<file path="src/verilog/hpsc_top_unused.sv">
`timescale 1ns/1ps
</file>
<file path="src/verilog/hpsc_pkg.sv">
// Behaviour
// - Config bit 0 inverts the sensed attention button input on all ports.
// - Config bit 1 inverts the sensed presence detect input on all ports.
// - Config bit 2 inverts the sensed power fault input on all ports.
// - Config bit 3 inverts the sensed retention latch sensor input.
// - Config bit 4 inverts the driven attention indicator output.
// - Config bit 5 inverts the driven power indicator output.
// - Config bit 6 inverts the driven power enable output.
// - Config bit 7 inverts the driven interlock drive output.
// - Config bit 8 inverts the sensed power good input on all ports.
// - Config bit 12 reads latch sensor inputs as interlock state inputs.
// - Bit 13 clear: interlock command pulses interlock drive for 125 ms.
// - Bit 13 set: interlock command flips the interlock drive level.
// - Reset source field: 0 power enable, 1 power good, 2 hot reset.
// - Wait power-to-reset delay times 10 ms after stable power.
// - Wait reset-to-power-off delay times 10 ms before removing power.
package hpsc_pkg;

	////////////////////////////////////////////////////////////////////////
	// Timing
	localparam int CLK_HZ     = 40_000_000;
	localparam int MS_PER_S   = 1000;
	localparam int CYC_PER_MS = CLK_HZ / MS_PER_S;
	localparam int STEP_MS    = 10;
	localparam int PULSE_MS   = 125;

	////////////////////////////////////////////////////////////////////////
	// Register map
	localparam logic [11:0] CFG_OFF       = 12'h0330;
	localparam logic [11:0] SLOT_CTL_BASE = 12'h0400;
	localparam logic [11:0] SLOT_STS_BASE = 12'h0440;
	localparam logic [11:0] CAP_OFF       = 12'h0480;
	localparam logic [31:0] CFG_RESET     = 32'h1414_0800;
	localparam logic [31:0] CFG_WMASK     = 32'hFFFF_F9FF;
	localparam logic        CAP_RESET     = 1'b1;
	localparam int          MAX_PORTS     = 8;

	typedef enum logic [1:0] {
		RST_SRC_PEC  = 2'h0,
		RST_SRC_PGC  = 2'h1,
		RST_SRC_HOT  = 2'h2,
		RST_SRC_RSVD = 2'h3
	} hpsc_rst_src_e;

	typedef enum logic [1:0] {
		ST_OFF  = 2'h0,
		ST_WAIT = 2'h1,
		ST_RUN  = 2'h2,
		ST_DOWN = 2'h3
	} hpsc_state_e;

	typedef struct packed {
		logic [7:0]    reset_to_power_off_delay;
		logic [7:0]    power_to_reset_delay;
		hpsc_rst_src_e rst_src;
		logic          tog_sel;
		logic          lock_state;
		logic          auto_off;
		logic [1:0]    rsvd;
		logic          inv_pg;
		logic          inv_lock_out;
		logic          inv_pe;
		logic          inv_pi;
		logic          inv_ai;
		logic          inv_latch;
		logic          inv_fault;
		logic          inv_presence;
		logic          inv_button;
	} hpsc_cfg_s;

	typedef struct packed {
		logic lock_cmd;
		logic pwr_ind;
		logic attn_ind;
		logic pwr_off;
	} hpsc_ctl_s;

endpackage

</file>
<file path="src/verilog/hpsc_slot.sv">
`timescale 1ns/1ps
module hpsc_slot (
	input  wire logic              clk_in,
	input  wire logic              rst_b_in,
	input  wire logic              ms_tick_in,
	input  wire logic              step_tick_in,
	input  wire hpsc_pkg::hpsc_cfg_s cfg_in,
	input  wire logic              pwr_req_in,
	input  wire logic              auto_off_in,
	input  wire logic              pwr_good_in,
	input  wire logic              hot_rst_in,
	input  wire logic              lock_cmd_in,
	output logic                   pwr_en_out,
	output logic                   reset_out,
	output logic                   lock_drive_out
);

	localparam logic [6:0] PULSE_LAST = 7'(hpsc_pkg::PULSE_MS - 1);

	hpsc_pkg::hpsc_state_e st_q;
	logic [7:0]            cnt_q;
	logic [6:0]            pcnt_q;
	logic                  pulsing_q;
	logic                  want_on;
	logic                  stable;

	// Open latch overrides the software power request
	assign want_on = pwr_req_in & ~auto_off_in;
	assign stable  = (cfg_in.rst_src == hpsc_pkg::RST_SRC_PGC) ?
		pwr_good_in : pwr_en_out;

	////////////////////////////////////////////////////////////////////////
	// Power and reset sequencing
	always_ff @(posedge clk_in or negedge rst_b_in) begin
		if (!rst_b_in) begin
			st_q  <= hpsc_pkg::ST_OFF;
			cnt_q <= 8'h00;
		end else begin
			case (st_q)
			hpsc_pkg::ST_OFF: begin
				cnt_q <= 8'h00;
				if (want_on)
					st_q <= hpsc_pkg::ST_WAIT;
			end
			hpsc_pkg::ST_WAIT: begin
				if (!want_on)
					st_q <= hpsc_pkg::ST_OFF;
				else if (!stable)
					cnt_q <= 8'h00;
				else if (cnt_q == cfg_in.power_to_reset_delay)
					st_q <= hpsc_pkg::ST_RUN;
				else if (step_tick_in)
					cnt_q <= cnt_q + 8'h01;
			end
			hpsc_pkg::ST_RUN: begin
				if (!want_on) begin
					st_q  <= hpsc_pkg::ST_DOWN;
					cnt_q <= 8'h00;
				end
			end
			hpsc_pkg::ST_DOWN: begin
				// Sequence always completes, even if power is asked again
				if (cnt_q == cfg_in.reset_to_power_off_delay)
					st_q <= hpsc_pkg::ST_OFF;
				else if (step_tick_in)
					cnt_q <= cnt_q + 8'h01;
			end
			default: st_q <= hpsc_pkg::ST_OFF;
			endcase
		end
	end

	always_ff @(posedge clk_in or negedge rst_b_in) begin
		if (!rst_b_in) begin
			pwr_en_out <= 1'b0;
			reset_out  <= 1'b1;
		end else begin
			pwr_en_out <= (st_q != hpsc_pkg::ST_OFF);
			reset_out  <= (st_q != hpsc_pkg::ST_RUN) |
				((cfg_in.rst_src == hpsc_pkg::RST_SRC_HOT) &
				hot_rst_in);
		end
	end

	////////////////////////////////////////////////////////////////////////
	// Interlock drive
	always_ff @(posedge clk_in or negedge rst_b_in) begin
		if (!rst_b_in) begin
			lock_drive_out <= 1'b0;
			pulsing_q      <= 1'b0;
			pcnt_q         <= 7'h00;
		end else if (lock_cmd_in) begin
			if (cfg_in.tog_sel) begin
				lock_drive_out <= ~lock_drive_out;
				pulsing_q      <= 1'b0;
			end else begin
				lock_drive_out <= 1'b1;
				pulsing_q      <= 1'b1;
				pcnt_q         <= 7'h00;
			end
		end else if (pulsing_q && ms_tick_in) begin
			if (pcnt_q == PULSE_LAST) begin
				lock_drive_out <= 1'b0;
				pulsing_q      <= 1'b0;
			end else begin
				pcnt_q <= pcnt_q + 7'h01;
			end
		end
	end
endmodule

</file>
<file path="src/verilog/hpsc_top.sv">
// Decided for this implementation: the address-and-strobe port.
`timescale 1ns/1ps
module hpsc_top #(
	parameter int NUM_PORTS = 3,
	parameter int MS_CYCLES = hpsc_pkg::CYC_PER_MS
) (
	input  wire logic                 REF_CLK_IN,
	input  wire logic                 RST_B_IN,
	input  wire logic [11:0]          REG_ADDR_IN,
	input  wire logic [31:0]          REG_WDATA_IN,
	input  wire logic                 REG_WR_IN,
	input  wire logic                 REG_RD_IN,
	output logic      [31:0]          REG_RDATA_OUT,
	input  wire logic [NUM_PORTS-1:0] ATTENTION_BUTTON_IN,
	input  wire logic [NUM_PORTS-1:0] PRESENCE_DETECT_IN,
	input  wire logic [NUM_PORTS-1:0] POWER_FAULT_IN,
	input  wire logic [NUM_PORTS-1:0] RETENTION_LATCH_SENSOR_IN,
	input  wire logic [NUM_PORTS-1:0] POWER_GOOD_IN,
	input  wire logic [NUM_PORTS-1:0] HOT_RESET_IN,
	output logic      [NUM_PORTS-1:0] ATTENTION_INDICATOR_OUT,
	output logic      [NUM_PORTS-1:0] POWER_INDICATOR_OUT,
	output logic      [NUM_PORTS-1:0] POWER_ENABLE_OUT,
	output logic      [NUM_PORTS-1:0] INTERLOCK_DRIVE_OUT,
	output logic      [NUM_PORTS-1:0] DS_RESET_B_OUT
);

	generate
		if (NUM_PORTS < 1 || NUM_PORTS > hpsc_pkg::MAX_PORTS ||
			MS_CYCLES < 2)
			$error("hpsc_top: unsupported parameter value");
	endgenerate

	localparam logic [31:0] MS_LAST   = 32'(MS_CYCLES - 1);
	localparam logic [3:0]  STEP_LAST = 4'(hpsc_pkg::STEP_MS - 1);

	////////////////////////////////////////////////////////////////////////
	// Reset release
	logic rst_meta_q;
	logic rst_sync_q;
	logic rst_b;

	always_ff @(posedge REF_CLK_IN or negedge RST_B_IN) begin
		if (!RST_B_IN) begin
			rst_meta_q <= 1'b0;
			rst_sync_q <= 1'b0;
		end else begin
			rst_meta_q <= 1'b1;
			rst_sync_q <= rst_meta_q;
		end
	end

	assign rst_b = rst_sync_q;

	////////////////////////////////////////////////////////////////////////
	// Millisecond and 10 ms ticks
	logic [31:0] ms_cnt_q;
	logic [3:0]  step_cnt_q;
	logic        ms_tick_q;
	logic        step_tick_q;

	always_ff @(posedge REF_CLK_IN or negedge rst_b) begin
		if (!rst_b) begin
			ms_cnt_q  <= 32'h0000_0000;
			ms_tick_q <= 1'b0;
		end else if (ms_cnt_q == MS_LAST) begin
			ms_cnt_q  <= 32'h0000_0000;
			ms_tick_q <= 1'b1;
		end else begin
			ms_cnt_q  <= ms_cnt_q + 32'h0000_0001;
			ms_tick_q <= 1'b0;
		end
	end

	// Step tick rides on a ms tick so both delays share one time base
	always_ff @(posedge REF_CLK_IN or negedge rst_b) begin
		if (!rst_b) begin
			step_cnt_q  <= 4'h0;
			step_tick_q <= 1'b0;
		end else begin
			step_tick_q <= 1'b0;
			if (ms_cnt_q == MS_LAST) begin
				if (step_cnt_q == STEP_LAST) begin
					step_cnt_q  <= 4'h0;
					step_tick_q <= 1'b1;
				end else begin
					step_cnt_q <= step_cnt_q + 4'h1;
				end
			end
		end
	end

	////////////////////////////////////////////////////////////////////////
	// Registers
	hpsc_pkg::hpsc_cfg_s cfg_q;
	hpsc_pkg::hpsc_ctl_s ctl_q [NUM_PORTS];
	logic                cap_q;
	logic [2:0]          idx;
	logic                ctl_hit;
	logic                sts_hit;
	logic                idx_ok;
	logic [NUM_PORTS-1:0] lock_cmd;

	assign idx     = REG_ADDR_IN[4:2];
	assign idx_ok  = (32'(idx) < NUM_PORTS) && (REG_ADDR_IN[1:0] == 2'h0);
	assign ctl_hit = idx_ok &&
		(REG_ADDR_IN[11:5] == hpsc_pkg::SLOT_CTL_BASE[11:5]);
	assign sts_hit = idx_ok &&
		(REG_ADDR_IN[11:5] == hpsc_pkg::SLOT_STS_BASE[11:5]);

	always_ff @(posedge REF_CLK_IN or negedge rst_b) begin
		if (!rst_b)
			cfg_q <= hpsc_pkg::CFG_RESET;
		else if (REG_WR_IN && REG_ADDR_IN == hpsc_pkg::CFG_OFF)
			cfg_q <= REG_WDATA_IN & hpsc_pkg::CFG_WMASK;
	end

	always_ff @(posedge REF_CLK_IN or negedge rst_b) begin
		if (!rst_b)
			cap_q <= hpsc_pkg::CAP_RESET;
		else if (REG_WR_IN && REG_ADDR_IN == hpsc_pkg::CAP_OFF)
			cap_q <= REG_WDATA_IN[0];
	end

	// Command bit is a write pulse only and is never stored
	always_ff @(posedge REF_CLK_IN or negedge rst_b) begin
		if (!rst_b) begin
			for (int p = 0; p < NUM_PORTS; p++)
				ctl_q[p] <= 4'h1;
		end else begin
			for (int p = 0; p < NUM_PORTS; p++) begin
				if (REG_WR_IN && ctl_hit && 32'(idx) == p)
					ctl_q[p] <= {1'b0, REG_WDATA_IN[2:0]};
			end
		end
	end

	always_comb begin
		lock_cmd = '0;
		for (int p = 0; p < NUM_PORTS; p++)
			lock_cmd[p] = REG_WR_IN && ctl_hit && 32'(idx) == p &&
				REG_WDATA_IN[3];
	end

	////////////////////////////////////////////////////////////////////////
	// Pin normalisation: inner logic sees 1 as active
	logic [NUM_PORTS-1:0] btn;
	logic [NUM_PORTS-1:0] present;
	logic [NUM_PORTS-1:0] fault;
	logic [NUM_PORTS-1:0] latch_raw;
	logic [NUM_PORTS-1:0] latch_open;
	logic [NUM_PORTS-1:0] lock_state;
	logic [NUM_PORTS-1:0] pgood;
	logic [NUM_PORTS-1:0] auto_off;

	assign btn       = ATTENTION_BUTTON_IN ^
		{NUM_PORTS{cfg_q.inv_button}};
	assign present   = PRESENCE_DETECT_IN ^
		{NUM_PORTS{cfg_q.inv_presence}};
	assign fault     = POWER_FAULT_IN ^
		{NUM_PORTS{cfg_q.inv_fault}};
	assign latch_raw = RETENTION_LATCH_SENSOR_IN ^
		{NUM_PORTS{cfg_q.inv_latch}};
	assign pgood     = POWER_GOOD_IN ^
		{NUM_PORTS{cfg_q.inv_pg}};

	// Same pins serve either the latch or the lock state, never both
	assign latch_open = cfg_q.lock_state ? '0 : latch_raw;
	assign lock_state = cfg_q.lock_state ? latch_raw : '0;
	assign auto_off   = {NUM_PORTS{cfg_q.auto_off & cap_q}} &
		latch_open;

	////////////////////////////////////////////////////////////////////////
	// Slots
	logic [NUM_PORTS-1:0] pwr_en;
	logic [NUM_PORTS-1:0] slot_rst;
	logic [NUM_PORTS-1:0] lock_drv;

	generate
		for (genvar g = 0; g < NUM_PORTS; g++) begin : g_slot
			hpsc_slot u_slot (
				.clk_in         (REF_CLK_IN),
				.rst_b_in       (rst_b),
				.ms_tick_in     (ms_tick_q),
				.step_tick_in   (step_tick_q),
				.cfg_in         (cfg_q),
				.pwr_req_in     (~ctl_q[g].pwr_off),
				.auto_off_in    (auto_off[g]),
				.pwr_good_in    (pgood[g]),
				.hot_rst_in     (HOT_RESET_IN[g]),
				.lock_cmd_in    (lock_cmd[g]),
				.pwr_en_out     (pwr_en[g]),
				.reset_out      (slot_rst[g]),
				.lock_drive_out (lock_drv[g])
			);
		end
	endgenerate

	////////////////////////////////////////////////////////////////////////
	// Pin drivers, inverted on the way out per config bit; downstream reset always inverted
	always_ff @(posedge REF_CLK_IN or negedge rst_b) begin
		if (!rst_b) begin
			ATTENTION_INDICATOR_OUT <= '0;
			POWER_INDICATOR_OUT     <= '0;
			POWER_ENABLE_OUT        <= '0;
			INTERLOCK_DRIVE_OUT     <= '0;
			DS_RESET_B_OUT          <= '0;
		end else begin
			for (int p = 0; p < NUM_PORTS; p++) begin
				ATTENTION_INDICATOR_OUT[p] <= ctl_q[p].attn_ind ^
					cfg_q.inv_ai;
				POWER_INDICATOR_OUT[p]     <= ctl_q[p].pwr_ind ^
					cfg_q.inv_pi;
			end
			POWER_ENABLE_OUT    <= pwr_en ^
				{NUM_PORTS{cfg_q.inv_pe}};
			INTERLOCK_DRIVE_OUT <= lock_drv ^
				{NUM_PORTS{cfg_q.inv_lock_out}};
			DS_RESET_B_OUT      <= ~slot_rst;
		end
	end

	////////////////////////////////////////////////////////////////////////
	// Read port
	logic [31:0] rd_mux;

	always_comb begin
		rd_mux = 32'h0000_0000;
		if (REG_ADDR_IN == hpsc_pkg::CFG_OFF)
			rd_mux = cfg_q;
		else if (REG_ADDR_IN == hpsc_pkg::CAP_OFF)
			rd_mux = {31'h0000_0000, cap_q};
		for (int p = 0; p < NUM_PORTS; p++) begin
			if (32'(idx) == p && ctl_hit)
				rd_mux = {28'h000_0000, 1'b0, ctl_q[p].pwr_ind,
					ctl_q[p].attn_ind, ctl_q[p].pwr_off};
			if (32'(idx) == p && sts_hit)
				rd_mux = {23'h00_0000, lock_drv[p], slot_rst[p],
					pwr_en[p], lock_state[p], pgood[p],
					latch_open[p], fault[p], present[p], btn[p]};
		end
	end

	// Unmapped reads answer zero; data stands one cycle only
	always_ff @(posedge REF_CLK_IN or negedge rst_b) begin
		if (!rst_b)
			REG_RDATA_OUT <= 32'h0000_0000;
		else if (REG_RD_IN)
			REG_RDATA_OUT <= rd_mux;
		else
			REG_RDATA_OUT <= 32'h0000_0000;
	end
endmodule

</file>
<file path="config.mk">
export PLATFORM = sky130hd
export DESIGN_NAME = hpsc_top
export DESIGN_NICKNAME = d
export VERILOG_FILES = /design/src/verilog/hpsc_top_unused.sv /design/src/verilog/hpsc_pkg.sv /design/src/verilog/hpsc_slot.sv /design/src/verilog/hpsc_top.sv
export SDC_FILE = /design/constraint.sdc
export NUM_CORES = 1
export LEC_CHECK = 0
export BUFFER_PORTS_ARGS = -buffer_cell sky130_fd_sc_hd__buf_2
export CELL_PAD_IN_SITES_DETAIL_PLACEMENT = 1
export CELL_PAD_IN_SITES_GLOBAL_PLACEMENT = 1
export CORE_ASPECT_RATIO = 0.75
export CORE_UTILIZATION = 46
export DETAILED_ROUTE_END_ITERATION = 8
export PLACE_DENSITY = 0.84
export SLEW_MARGIN = 40
export SYNTH_ARGS = -nofsm -noshare
export SYNTH_HDL_FRONTEND = slang
export SYNTH_SLANG_ARGS = --single-unit
</file>
<file path="constraint.sdc">
create_clock -name REF_CLK_IN -period 6.4 [get_ports REF_CLK_IN]
set_clock_uncertainty 0.1 [all_clocks]
set_input_delay 1.92 -clock REF_CLK_IN [delete_from_list [all_inputs] [get_ports REF_CLK_IN]]
set_output_delay 1.92 -clock REF_CLK_IN [all_outputs]
set_load 0.02 [all_outputs]
</file>
==> results.json <==
{
  "grt_overflow": 0,
  "drcViolationCount": 14,
  "switching_share_pct": 27.5,
  "endpoint_kind": "flip-flop",
  "grt_util_all_layers_pct": 26.3,
  "dieArea_mm2": 0.0209,
  "avgRoutedWirePerCell_um": 20.7,
  "power.density_mw_per_mm2": 237,
  "clkLatencyLatePin_ns": 0.43,
  "avgViaCountPerCell": 5.88,
  "cts_made_buffers": 17,
  "worst_pin_slew_ns": 0.814,
  "cts_hold_buffers": 0,
  "port_buffers": 108,
  "finalMaxSlewViolations": 0,
  "setup_viol": 0,
  "synth_edf_count": 0,
  "synth.distinct_cells": 70,
  "p_int_uw": 1850,
  "start_util_pct": 47.6,
  "switchingPower_uw": 701,
  "place_congestion": 0.884,
  "outcome": "finished with violations",
  "required_ns": 6.63,
  "rsz0062_at_grt": "no",
  "fp-row-count": 44,
  "fillers": 2154,
  "fmax_ghz": 0.233,
  "post_cts_buffers": 0,
  "antenna_found_initial": 0,
  "critPathArrivalTime_ns": 4.52,
  "post-place-ws_ns": 1.63,
  "synth-seq-cells": 188,
  "comb_power_share_pct": 9.8,
  "drt_iter0_markers": 617,
  "layout_commonest_cell": "dfrtp_1",
  "synth_seq_area_share_pct": 50.5,
  "root_buffer": "clkbuf_16",
  "worstSetupPathType": "in2reg",
  "grt_max_degree": 69,
  "fin_crit_ns": 4.29,
  "register_area_mm2": 0.00472,
  "vdd_drop_max_mv": 0.171,
  "grt_pass1_wl_mm": 42.8,
  "cts.clk_slew.worst_paths_ns": 0.07,
  "post_cts_resized": 0,
  "netlist.area_leader.share_pct": 47.2,
  "yosysTopAreaCell": "dfrtp_1",
  "finalCritPeriodShare_pct": 67.0,
  "cp-start-kind": "input pin",
  "multi_input_comb_area_mm2": 0.00439,
  "fp.dieW_um": 167,
  "cts_buffer_depth": 2,
  "setup_tns_ns": 0,
  "antennaDiodeCount": 0,
  "dieHeight_um": 125,
  "timing.max_cap.violations": 0,
  "syn_area_mm2": 0.00934,
  "antenna_left": 0,
  "min_path_type": "reg2async",
  "clockPowerShare_pct": 40.4,
  "layout.nets": 1066,
  "utilization_pct": 54.8,
  "leakagePower_uw": 0.00514,
  "layout_common_cells": "175 x dfrtp_1, 108 x buf_2, 63 x nand2_1",
  "syn-instance-count": 890,
  "syn_area_per_cell_um2": 10.5,
  "yosys-top-cells-area": "dfrtp_1 47%, xnor2_1 5.3%, xor2_1 5.3%",
  "drt-pass1-iter-count": 7,
  "critPathMaxFanout": 8,
  "dp_hpwl_mm": 18.7,
  "cts_htree_levels": 4,
  "fin_ws_ns": 2.11,
  "first_global_vias": 7837,
  "synthToLayoutAreaGrowth_pct": 15.0,
  "seqPwrFrac_pct": 49.8,
  "io_pins": 113,
  "vias": 7379,
  "hold_viol_final": 0,
  "violations": "DRC",
  "ys.warnings.count": 0,
  "wirelength_mm": 26.0,
  "synthArstFlopShare_pct": 100,
  "core_area_mm2": 0.0196,
  "clock-sinks": 188,
  "synthFlopType": "dfrtp_1",
  "max_slew_margin_pct": 45.3,
  "cts_tree": "done",
  "layout-drive-gt1-share_pct": 22.0
}
[synth_stat cells (all sizes together) (3+ instances only)]
| master | number |
|---|---|
| dfstp | 12 |
| or4b | 3 |
| nor2b | 10 |
| mux2 | 41 |
| inv | 27 |
| ha | 10 |
| a21o | 7 |
| o211ai | 4 |
| xor2 | 56 |
| mux2i | 6 |
| and4 | 9 |
| or3 | 20 |
| or2 | 5 |
| and3 | 32 |
| nor3 | 16 |
| and2 | 7 |
| a21oi | 31 |
| o31ai | 6 |
| nand4 | 23 |
| buf | 8 |
| o21ai | 51 |
| o21bai | 3 |
| a31oi | 8 |
| a32oi | 3 |
| nand3 | 39 |
| or4 | 6 |
| a21boi | 5 |
| a22oi | 10 |
| clkbuf | 27 |
| nand2b | 6 |
| nor2 | 49 |
| xnor2 | 57 |
| nor4 | 16 |
| a22o | 3 |
| nand2 | 63 |
| dfrtp | 176 |
[final cells by class]
class,instances,area share [%]
Sequential cell,188,44.0
Tap cell,253,2.95
Inverter,27,0.944
Clock inverter,14,1.14
Timing Repair Buffer,115,6.01
Clock buffer,18,4.09
Multi-Input combinational cell,641,40.9
[per-layer routing]
layer  share of wire [%]  track usage, %
met5                   0               0
met4                 2.0            8.28
met3                 4.5            4.46
met2                  48            42.6
met1                  46            36.0
[sequential cells by signal, indices dropped and copies added, names as in the netlist, 3 cells and up, named ones only]
register,count
ms_cnt_q,32
REG_RDATA_OUT,30
cfg_q,30
g_slot.u_slot.cnt_q,24
g_slot.u_slot.pcnt_q,21
ctl_q,9
step_cnt_q,4
ATTENTION_INDICATOR_OUT,3
DS_RESET_B_OUT,3
INTERLOCK_DRIVE_OUT,3
POWER_ENABLE_OUT,3
POWER_INDICATOR_OUT,3
g_slot.u_slot.lock_drive_out,3
g_slot.u_slot.pulsing_q,3
g_slot.u_slot.pwr_en_out,3
g_slot.u_slot.reset_out,3
g_slot.u_slot.st_q,3
[power groups by stage]
stage | Clock (uW) | Combinational [uW] | Sequential [uW]
finish | 1030 | 249 | 1270
global route | 1090 | 275 | 1270
CTS | 1050 | 251 | 1270
detailed placement | 0 | 246 | 1290
global placement | 0 | 233 | 1290
floorplan | 0 | 127 | 1310
[through the flow]
stage	instances	total power, uW	hold WS, ns	cell area [um2]
after floorplan	891	1440	0.231	9340
after global placement	1222	1520	0.239	10100
after detailed placement	1224	1540	0.225	10200
after CTS	1256	2570	0.234	10700
after global routing	1256	2640	0.251	10700
final	1256	2550	0.203	10700
[critical path: stages]
cell      delay, ns
buf_2          0.10
or4b_1         0.67
or3_1          0.61
nor3_1         0.74
a22oi_1        0.21
a21boi_0       0.27
[kinds of logic (layout without fill, tap and decap cells)]
logic type | count (synthesis) | count (layout) | share of synthesized area, %
xor gates and xnor gates | 113 | 113 | 10.6
adders and majority gates | 10 | 10 | 1.34
other | 2 | 3 | 0.0804
buffers and inverters | 62 | 174 | 2.79
and+or+nand+nor | 313 | 313 | 18.5
AOI/OAI and AO/OA | 155 | 155 | 10.6
DFF | 188 | 188 | 50.5
muxes | 47 | 47 | 5.59
[final timing paths]
kind / start / to / slack [ns] / depth (start not counted)
worst max-delay path: REG_ADDR_IN[8] / REG_RDATA_OUT[7]$_DFF_PN0_ / 2.11 / 6
worst min register to register: rst_b$_DFF_PN0_ / ms_cnt_q[17]$_DFF_PN0_ / 0.20 / 1
min in group REF_CLK_IN: rst_meta_q$_DFF_PN0_ / rst_b$_DFF_PN0_ / 0.26 / 0
max in group asynchronous: RST_B_IN / rst_b$_DFF_PN0_ / 4.94 / 1
worst max register to register: cfg_q[14]$_DFFE_PN0P_ / g_slot[1].u_slot.cnt_q[1]$_DFFE_PN0P_ / 3.65 / 6
worst min-delay path: rst_b$_DFF_PN0_ / ms_cnt_q[17]$_DFF_PN0_ / 0.20 / 1
No activity file was read; power rests on OpenSTA's default activity.
